**config.mk**
```make
export PLATFORM = sky130hd
export DESIGN_NAME = am_ea_unit
export DESIGN_NICKNAME = d
export VERILOG_FILES = /design/src/verilog/am_pkg.sv /design/src/verilog/am_ea_unit.sv
export SDC_FILE = /design/constraint.sdc
export NUM_CORES = 1
export LEC_CHECK = 0
export BUFFER_PORTS_ARGS = -buffer_cell sky130_fd_sc_hd__buf_2
export CORE_MARGIN = 2
export CORE_UTILIZATION = 39
export DETAILED_ROUTE_END_ITERATION = 7
export GPL_TIMING_DRIVEN = 0
export RECOVER_POWER = 25
export SKIP_LAST_GASP = 1
export SLEW_MARGIN = 5
export SYNTH_ARGS = -nofsm -noshare
export SYNTH_HDL_FRONTEND = slang
export SYNTH_SLANG_ARGS = --single-unit
```
**constraint.sdc**
```tcl
create_clock -name ref_clk -period 4.7 [get_ports ref_clk]
set_input_delay 0.94 -clock ref_clk [delete_from_list [all_inputs] [get_ports ref_clk]]
set_output_delay 0.94 -clock ref_clk [all_outputs]
set_load 0.1 [all_outputs]
```
**src/verilog/am_pkg.sv**
```systemverilog
// Package of constants and types for the operand addressing unit.
package am_pkg;

    // ------------------------------------------------------------------
    // Addressing modes
    // ------------------------------------------------------------------
    typedef enum logic [3:0] {
        AM_INHERENT,
        AM_IMMEDIATE,
        AM_DIR_SHORT,
        AM_DIR_LONG,
        AM_IDX_NONE,
        AM_IDX_SHORT,
        AM_IDX_LONG,
        AM_IND_SHORT,
        AM_IND_LONG,
        AM_INDIDX_SHORT,
        AM_INDIDX_LONG
    } am_mode_t;

    // ------------------------------------------------------------------
    // Inherent operations with side effects
    // ------------------------------------------------------------------
    typedef enum logic [1:0] {
        AM_OP_NONE,
        AM_OP_MASK_INT,
        AM_OP_UNMASK_INT
    } am_inh_op_t;

    // ------------------------------------------------------------------
    // Constants
    // ------------------------------------------------------------------
    localparam logic [15:0] AM_ADDR_RESET = 16'h0000;
    localparam logic [1:0]  AM_IMASK_SET  = 2'h3;
    localparam logic [1:0]  AM_IMASK_CLR  = 2'h0;
    localparam logic [1:0]  AM_IMASK_RST  = 2'h3;
    localparam logic [1:0]  AM_LEN_RESET  = 2'h0;

endpackage : am_pkg

```
**src/verilog/am_ea_unit.sv**
```systemverilog
// Operand addressing unit: length decode and effective address formation.
`timescale 1ns/1ps

module am_ea_unit
    import am_pkg::*;
(
    // Clock and reset
    input  wire logic        ref_clk,
    input  wire logic        rst_n,
    // Decoded instruction from the core
    input  wire logic        start,
    input  am_mode_t         mode,
    input  wire logic        use_second_index,
    input  wire logic        rmw_op,
    input  am_inh_op_t       inh_op,
    input  wire logic [7:0]  index_primary,
    input  wire logic [7:0]  index_second,
    // Program and data memory bus
    output logic             mem_rd,
    output logic [15:0]      mem_addr,
    input  wire logic        mem_ack,
    input  wire logic [7:0]  mem_rdata,
    input  wire logic [15:0] pc,
    // Results
    output logic             ea_valid,
    output logic [15:0]      ea_addr,
    output logic [7:0]       imm_value,
    output logic             imm_valid,
    output logic [1:0]       operand_len,
    output logic             mode_illegal,
    output logic [1:0]       int_mask_level,
    output logic             busy
);

    // ------------------------------------------------------------------
    // State machine
    // ------------------------------------------------------------------
    typedef enum logic [2:0] {
        AM_IDLE,
        AM_FETCH_HI,
        AM_FETCH_LO,
        AM_PTR_HI,
        AM_PTR_LO,
        AM_DONE
    } am_state_t;

    am_state_t   state_q, state_d;
    am_mode_t    mode_q, mode_d;
    logic [7:0]  index_q, index_d;
    logic [15:0] word_q, word_d;
    logic [15:0] fetch_pc_q, fetch_pc_d;
    logic        rd_q, rd_d;
    logic [15:0] maddr_q, maddr_d;
    logic        ea_valid_q, ea_valid_d;
    logic [15:0] ea_q, ea_d;
    logic [7:0]  imm_q, imm_d;
    logic        imm_valid_q, imm_valid_d;
    logic [1:0]  len_q, len_d;
    logic        illegal_q, illegal_d;
    logic [1:0]  imask_q, imask_d;

    function automatic logic [1:0] am_len(input am_mode_t m);
        case (m)
            AM_INHERENT, AM_IDX_NONE:               am_len = 2'd0;
            AM_DIR_LONG, AM_IDX_LONG:               am_len = 2'd2;
            default:                                am_len = 2'd1;
        endcase
    endfunction : am_len

    function automatic logic am_is_long(input am_mode_t m);
        am_is_long = (m == AM_DIR_LONG) || (m == AM_IDX_LONG) ||
                     (m == AM_IND_LONG) || (m == AM_INDIDX_LONG);
    endfunction : am_is_long

    // Final address from the collected word; index adds unsigned with carry out of bit 7.
    function automatic logic [15:0] am_final(input am_mode_t m, input logic [15:0] w,
                                             input logic [7:0] ix);
        case (m)
            AM_IDX_NONE:                   am_final = {8'h00, ix};
            AM_IDX_SHORT, AM_INDIDX_SHORT: am_final = {8'h00, w[7:0]} + {8'h00, ix};
            AM_IDX_LONG, AM_INDIDX_LONG:   am_final = w + {8'h00, ix};
            AM_DIR_SHORT, AM_IND_SHORT:    am_final = {8'h00, w[7:0]};
            default:                       am_final = w;
        endcase
    endfunction : am_final

    // ------------------------------------------------------------------
    // Next-state logic
    // ------------------------------------------------------------------
    always_comb begin
        state_d     = state_q;
        mode_d      = mode_q;
        index_d     = index_q;
        word_d      = word_q;
        fetch_pc_d  = fetch_pc_q;
        rd_d        = rd_q;
        maddr_d     = maddr_q;
        ea_valid_d  = 1'b0;
        ea_d        = ea_q;
        imm_d       = imm_q;
        imm_valid_d = 1'b0;
        len_d       = len_q;
        illegal_d   = 1'b0;
        imask_d     = imask_q;
        case (state_q)
            AM_IDLE: begin
                if (start) begin
                    mode_d     = mode;
                    index_d    = use_second_index ? index_second : index_primary;
                    len_d      = am_len(mode);
                    word_d     = AM_ADDR_RESET;
                    fetch_pc_d = pc;
                    if (rmw_op && am_is_long(mode)) begin
                        // Long forms of read-modify-write ops are refused so the core can trap the opcode.
                        illegal_d = 1'b1;
                    end else if (mode == AM_INHERENT) begin
                        if (inh_op == AM_OP_MASK_INT) begin
                            imask_d = AM_IMASK_SET;
                        end else if (inh_op == AM_OP_UNMASK_INT) begin
                            imask_d = AM_IMASK_CLR;
                        end
                        state_d = AM_DONE;
                    end else if (mode == AM_IDX_NONE) begin
                        state_d = AM_DONE;
                    end else if (am_len(mode) == 2'd2) begin
                        rd_d    = 1'b1;
                        maddr_d = pc;
                        state_d = AM_FETCH_HI;
                    end else begin
                        rd_d    = 1'b1;
                        maddr_d = pc;
                        state_d = AM_FETCH_LO;
                    end
                end
            end
            AM_FETCH_HI: begin
                if (mem_ack) begin
                    word_d[15:8] = mem_rdata;
                    maddr_d      = fetch_pc_q + 16'h0001;
                    state_d      = AM_FETCH_LO;
                end
            end
            AM_FETCH_LO: begin
                if (mem_ack) begin
                    word_d[7:0] = mem_rdata;
                    if (mode_q == AM_IMMEDIATE) begin
                        rd_d    = 1'b0;
                        state_d = AM_DONE;
                    end else if (mode_q == AM_IND_LONG || mode_q == AM_INDIDX_LONG) begin
                        maddr_d = {8'h00, mem_rdata};
                        state_d = AM_PTR_HI;
                    end else if (mode_q == AM_IND_SHORT || mode_q == AM_INDIDX_SHORT) begin
                        maddr_d = {8'h00, mem_rdata};
                        state_d = AM_PTR_LO;
                    end else begin
                        rd_d    = 1'b0;
                        state_d = AM_DONE;
                    end
                end
            end
            AM_PTR_HI: begin
                if (mem_ack) begin
                    word_d[15:8] = mem_rdata;
                    maddr_d      = maddr_q + 16'h0001;
                    state_d      = AM_PTR_LO;
                end
            end
            AM_PTR_LO: begin
                if (mem_ack) begin
                    // Short pointers keep a zero high byte.
                    word_d[7:0] = mem_rdata;
                    rd_d        = 1'b0;
                    state_d     = AM_DONE;
                end
            end
            AM_DONE: begin
                if (mode_q == AM_IMMEDIATE) begin
                    imm_d       = word_q[7:0];
                    imm_valid_d = 1'b1;
                end else if (mode_q != AM_INHERENT) begin
                    ea_d       = am_final(mode_q, word_q, index_q);
                    ea_valid_d = 1'b1;
                end
                state_d = AM_IDLE;
            end
            default: begin
                state_d = AM_IDLE;
            end
        endcase
    end

    // ------------------------------------------------------------------
    // Registers
    // ------------------------------------------------------------------
    always_ff @(posedge ref_clk or negedge rst_n) begin
        if (!rst_n) begin
            state_q     <= AM_IDLE;
            mode_q      <= AM_INHERENT;
            index_q     <= 8'h00;
            word_q      <= AM_ADDR_RESET;
            fetch_pc_q  <= AM_ADDR_RESET;
            rd_q        <= 1'b0;
            maddr_q     <= AM_ADDR_RESET;
            ea_valid_q  <= 1'b0;
            ea_q        <= AM_ADDR_RESET;
            imm_q       <= 8'h00;
            imm_valid_q <= 1'b0;
            len_q       <= AM_LEN_RESET;
            illegal_q   <= 1'b0;
            imask_q     <= AM_IMASK_RST;
        end else begin
            state_q     <= state_d;
            mode_q      <= mode_d;
            index_q     <= index_d;
            word_q      <= word_d;
            fetch_pc_q  <= fetch_pc_d;
            rd_q        <= rd_d;
            maddr_q     <= maddr_d;
            ea_valid_q  <= ea_valid_d;
            ea_q        <= ea_d;
            imm_q       <= imm_d;
            imm_valid_q <= imm_valid_d;
            len_q       <= len_d;
            illegal_q   <= illegal_d;
            imask_q     <= imask_d;
        end
    end

    // Busy is registered as its own flop so it changes with the state.
    logic busy_q;
    always_ff @(posedge ref_clk or negedge rst_n) begin
        if (!rst_n) begin
            busy_q <= 1'b0;
        end else begin
            busy_q <= (state_d != AM_IDLE);
        end
    end

    assign mem_rd         = rd_q;
    assign mem_addr       = maddr_q;
    assign ea_valid       = ea_valid_q;
    assign ea_addr        = ea_q;
    assign imm_value      = imm_q;
    assign imm_valid      = imm_valid_q;
    assign operand_len    = len_q;
    assign mode_illegal   = illegal_q;
    assign int_mask_level = imask_q;
    assign busy           = busy_q;

endmodule : am_ea_unit

```
# ---- Yosys cells after proc, flatten, opt, wreduce, memory -nomap -nowiden
# Cells that the tools add are included.
# Widths: inputs -> output; s select.
dict set report totals {
  ff_bits 96
  wordCells 144
}
dict set report classes {
  add_sub_neg 4
  eq_ne 36
  n_mux 56
  n_bitwise 2
  n_reduce_logical 30
}
# operator n
set ops {}
lappend ops {{$mux 16} 11}
lappend ops {{$pmux 16 s4} 2}
lappend ops {{$add 16x1->16 const B} 2}
lappend ops {{$pmux 8 s2} 2}
lappend ops {{$mux 3} 10}
lappend ops {{$eq 4x3->1 const B} 6}
lappend ops {{$eq 4x4->1 const B} 5}
lappend ops {{$mux 1} 18}
lappend ops {{$ne 2x2->1 const B} 9}
lappend ops {{$add 16x8->16} 1}
lappend ops {{$mux 2} 8}
lappend ops {{$mux 8} 2}
lappend ops {{$pmux 3 s5} 1}
lappend ops {{$reduce_or 2->1} 7}
lappend ops {{$reduce_and 10->1} 1}
lappend ops {{$add 8x8->9} 1}
lappend ops {{$ne 3x3->1 const B} 3}
lappend ops {{$reduce_and 3->1} 3}
lappend ops {{$reduce_and 9->1} 1}
lappend ops {{$eq 4x2->1 const B} 2}
lappend ops {{$reduce_bool 4->1} 2}
lappend ops {{$eq 3x2->1 const B} 2}
lappend ops {{$eq 3x3->1 const B} 2}
lappend ops {{$reduce_bool 2->1} 3}
lappend ops {{15 further kinds} 24}

# ---- Depth between registers and ports, before layout
dict set report logic_depth {
  ltp_word 16
  ltp_mapped 13
  mapped_depth_nobuf 10
}

# ---- Worst setup path before layout
# No wires, ideal clock.
dict set report synth_path {
  path_kind {reg2reg}
  startpoint {reg state_q[1]}
  endpoint {reg maddr_q[14], in the netlist mem_addr[14]}
  setup_ns 0.078
  arrival_ns 2.846
  slack_ns 1.776
  path_stages_with_launch 14
  n_path_buf 3
  synth_period_minus_slack_ns 2.924
  path_cell_list {dfrtp_1 -> buf_4 -> nand3b_1 -> buf_2 -> buf_1 -> nand2_1 -> nand2_1 -> ha_1 -> nand4_1 -> or4_1 -> a221oi_2 -> xnor2_1 -> a22oi_1 -> a21oi_1}
}
dict set report synth_between {
  elab_chain_len 3
}
# element line_no
set synth_lines {}
lappend synth_lines {{from (decl)} am_ea_unit.sv:47} ;# am_state_t state_q, state_d;
lappend synth_lines {{from (signal assigned)} am_ea_unit.sv:212} ;# state_q <= state_d;
lappend synth_lines {{$eq 3x2->1, or another cell as far along} am_ea_unit.sv:105} ;# case (state_q)
lappend synth_lines {{$ne 3x3->1 (no source line), or another cell as far along} n/a}
lappend synth_lines {{$reduce_and 10->1 (no source line)} n/a}
lappend synth_lines {{to (signal assigned)} am_ea_unit.sv:218} ;# maddr_q <= maddr_d;
lappend synth_lines {{to (decl)} am_ea_unit.sv:53} ;# logic [15:0] maddr_q, maddr_d;
# Several ways; a longest one is shown, not always the timed one.
# A chain may end at the register's enable or synchronous reset.

# ---- Final worst setup path
# Ends and elaborated chain as after synthesis.

==> flow_summary.toml <==
[logic_synthesis]
synth_most_common_cell = "nand2_1"
synth-main-ff-cell = "dfrtp_1"
synth-async-reset-ratio = 1.00
ys_top_cells_by_count = "109 x nand2_1, 94 x dfrtp_1, 59 x nor2_1, 39 x a21oi_1, 29 x o21ai_0"
ys_seq_area_frac = 0.428
ys_types = 67
synth_compound_area_frac = 0.186
synth_top_area_cell = "dfrtp_1"
synth_edf_count = 0
synthMuxAreaShare = 0.0847
ys_ff_latch = 95
yosysWarnings = 0
yosys.area.top_type_share = 0.423
synth_top_family_by_area = "simple AND/OR/NAND/NOR gates"
synthCells = 627
yosys.area_share.adder = 0.0261
yosys.area_share.simple = 0.207
syn-mean-instance-area_sq_um = 8.86
yosys-top-cells-area = "dfrtp_1 42%, nand2_1 7.4%, mux2_2 4.3%"
synth_xor_area_frac = 0.0331
synth_fp_nets = 690
syn-cell-area_sq_um = 5560

[cts]
htreeDepth = 3
cts.path.max_buffers = 2
clk_pin_slew_worst_paths_ns = 0.07
cts_buffers = 9
cts_tree = "built"
ctsHoldBuffers = 0
clock_sinks = 95
cts_setup_buffers = 0
clkLatencyLatePin_ns = 0.34
clock-root-buffer = "clkbuf_16"
ctsResizeCount = 0

[final_layout]
fillerInstances = 1371
syn_to_final_growth_pct = 18.7
drive_gt1_frac = 0.209
antenna_cells = 0
fin_nets = 799

[sta]
finalCriticalPeriod_ns = 3.51
rsz0062_at_grt = "no"
skew_ns = 0.00836
fin_crit_sh = 0.746
worstMarginPinSlew_ns = 1.66
slew_headroom = -0.104
fmax_ghz = 0.285
tns_ns = 0
maxSlewViolCount = 98
setup_violations = 0
hold_viol_final = 0
setup_ws_ns = 1.19

[status]
violations = "max-capacitance violations, max-slew violations"
outcome = "complete, but fails checks"

[floorplanning]
num_rows = 43
io_pins = 101
die_x_microns = 123
dieArea_sq_um = 15200
die_h_microns = 123
placeableCoreArea_sq_um = 13900
initial_core_util = 0.400

[min_path]
hold_class = "reg2reg"
min_from = "imm_value[0]"

[job]
cap_viol_max_count = 2

[global_route]
antenna_found_initial = 0
grt_start_max_net_pins = 66
grt_pass1_vias = 5014
gr-total-overflow = 0
grt_pass1_wl_microns = 25900
groute.usage.overall = 0.220

[critical_path]
critPathLaunchType = "flip-flop"
worstPathRequired_ns = 4.97
cp-startpoint = "state_q[1]"
critPathMaxFanout = 10
crit_type = "reg2reg"
timing.rr.start = "state_q[1]"
arrival_ns = 3.78
crit_path_end_kind = "flip-flop"

[placement]
port_buffers = 97
place_ws_ns = 1.25
place_congestion = 0.884
hpwl_microns = 12000

[drt]
ant_nets = 0
avgViaCountPerCell = 5.66
drt_iter0_markers = 497
vias = 5209
wirelength_microns = 16100
wire_per_inst_microns = 17.5
drc = 0
dr.pass1.iters = 5
==> path summary, 6_finish.rpt <==
kind | end | slack (ns) | cells after the start
min in group asynchronous | ea_addr[1] | 1.01 | 1
max | mem_addr[14] | 1.19 | 13
max in group asynchronous | fetch_pc_q[11] | 1.34 | 2
min reg2reg | imm_value[0] | 0.48 | 2
min | imm_value[0] | 0.48 | 2
max reg2reg | mem_addr[14] | 1.19 | 13
==> critical path, cell delays in order, from the launching register on <==
cell,delay [ns]
dfrtp_1,0.41
buf_4,0.20
nand3b_1,0.11
buf_2,0.26
buf_1,0.44
nand2_1,0.11
nand2_1,0.08
ha_1,0.29
nand4_1,0.23
or4_4,0.57
a221oi_2,0.28
xnor2_1,0.15
a22oi_1,0.10
a21oi_1,0.19
==> area by class of cell <==
type	count	area (sq um)	share of cell area
buffer	32	146	0.0222
clock buffer	13	260	0.0395
clock inverter	3	65.1	0.00986
inverter	13	48.8	0.00740
multi-input combinational	487	2980	0.452
sequential	95	2380	0.361
tap	180	225	0.0341
timing repair buffer	98	489	0.0742
==> layer usage <==
metal	up-vias	global-route usage	share of wire
li1	2489	-	-
met1	2517	0.304	0.46
met2	191	0.355	0.46
met3	12	0.0470	0.063
met4	0	0.0490	0.010
met5	-	0	0
==> stage by stage <==
step           hold slack [ns]  instance area [sq um]   util  cells
2_1_floorplan            0.469                   5560      -    627
3_3_place_gp             0.456                   6270  0.452    904
3_5_place_dp             0.466                   6300  0.454    905
4_1_cts                  0.482                   6620  0.477    921
5_1_grt                  0.500                   6600  0.475    921
6_report                 0.475                   6600  0.475    921
==> flip-flops by register name (all words and copies together), names as in the netlist <==
signal,cells
index_q,8
mode_illegal,1
ea_valid,1
imm_valid,1
word_q,16
operand_len,2
fetch_pc_q,16
state_q,3
imm_value,8
busy,1
mem_addr,16
int_mask_level,1
mem_rd,1
ea_addr,16
mode_q,4
==> cells in the final DEF (no fill, tap or decap), types with 4 or more instances in the layout <==
| master | instances |
|---|---|
| nor2b_1 | 4 |
| nor4_1 | 5 |
| buf_4 | 4 |
| nor2_1 | 59 |
| o21ai_0 | 29 |
| ha_1 | 10 |
| nand3_1 | 22 |
| mux2_2 | 21 |
| xnor2_1 | 10 |
| clkbuf_16 | 9 |
| nor3_1 | 13 |
| a21o_1 | 5 |
| inv_1 | 10 |
| buf_2 | 104 |
| dfrtp_1 | 94 |
| a21oi_1 | 39 |
| o21ai_1 | 5 |
| xor2_1 | 11 |
| and3_1 | 4 |
| a22o_1 | 4 |
| o211ai_1 | 6 |
| mux2i_1 | 20 |
| nand4_1 | 10 |
| nand3b_1 | 5 |
| a22oi_1 | 16 |
| nand2_1 | 109 |
| buf_1 | 5 |
| nand2b_1 | 5 |
| clkbuf_1 | 17 |
| a31oi_1 | 18 |
==> cells by family (layout without fill, tap and decap cells) <==
kind of cell,count (synthesis),after routing
AND/OR/NAND/NOR,253,253
adder cells (fa/ha/maj),11,11
AO/OA/AOI/OAI,158,158
XOR/XNOR,21,21
buffers and inverters,45,159
multiplexers,44,44
flip-flops,95,95
Power is not shown: default switching activity piles up to over one toggle a cycle in this logic, so the estimate is an artifact.
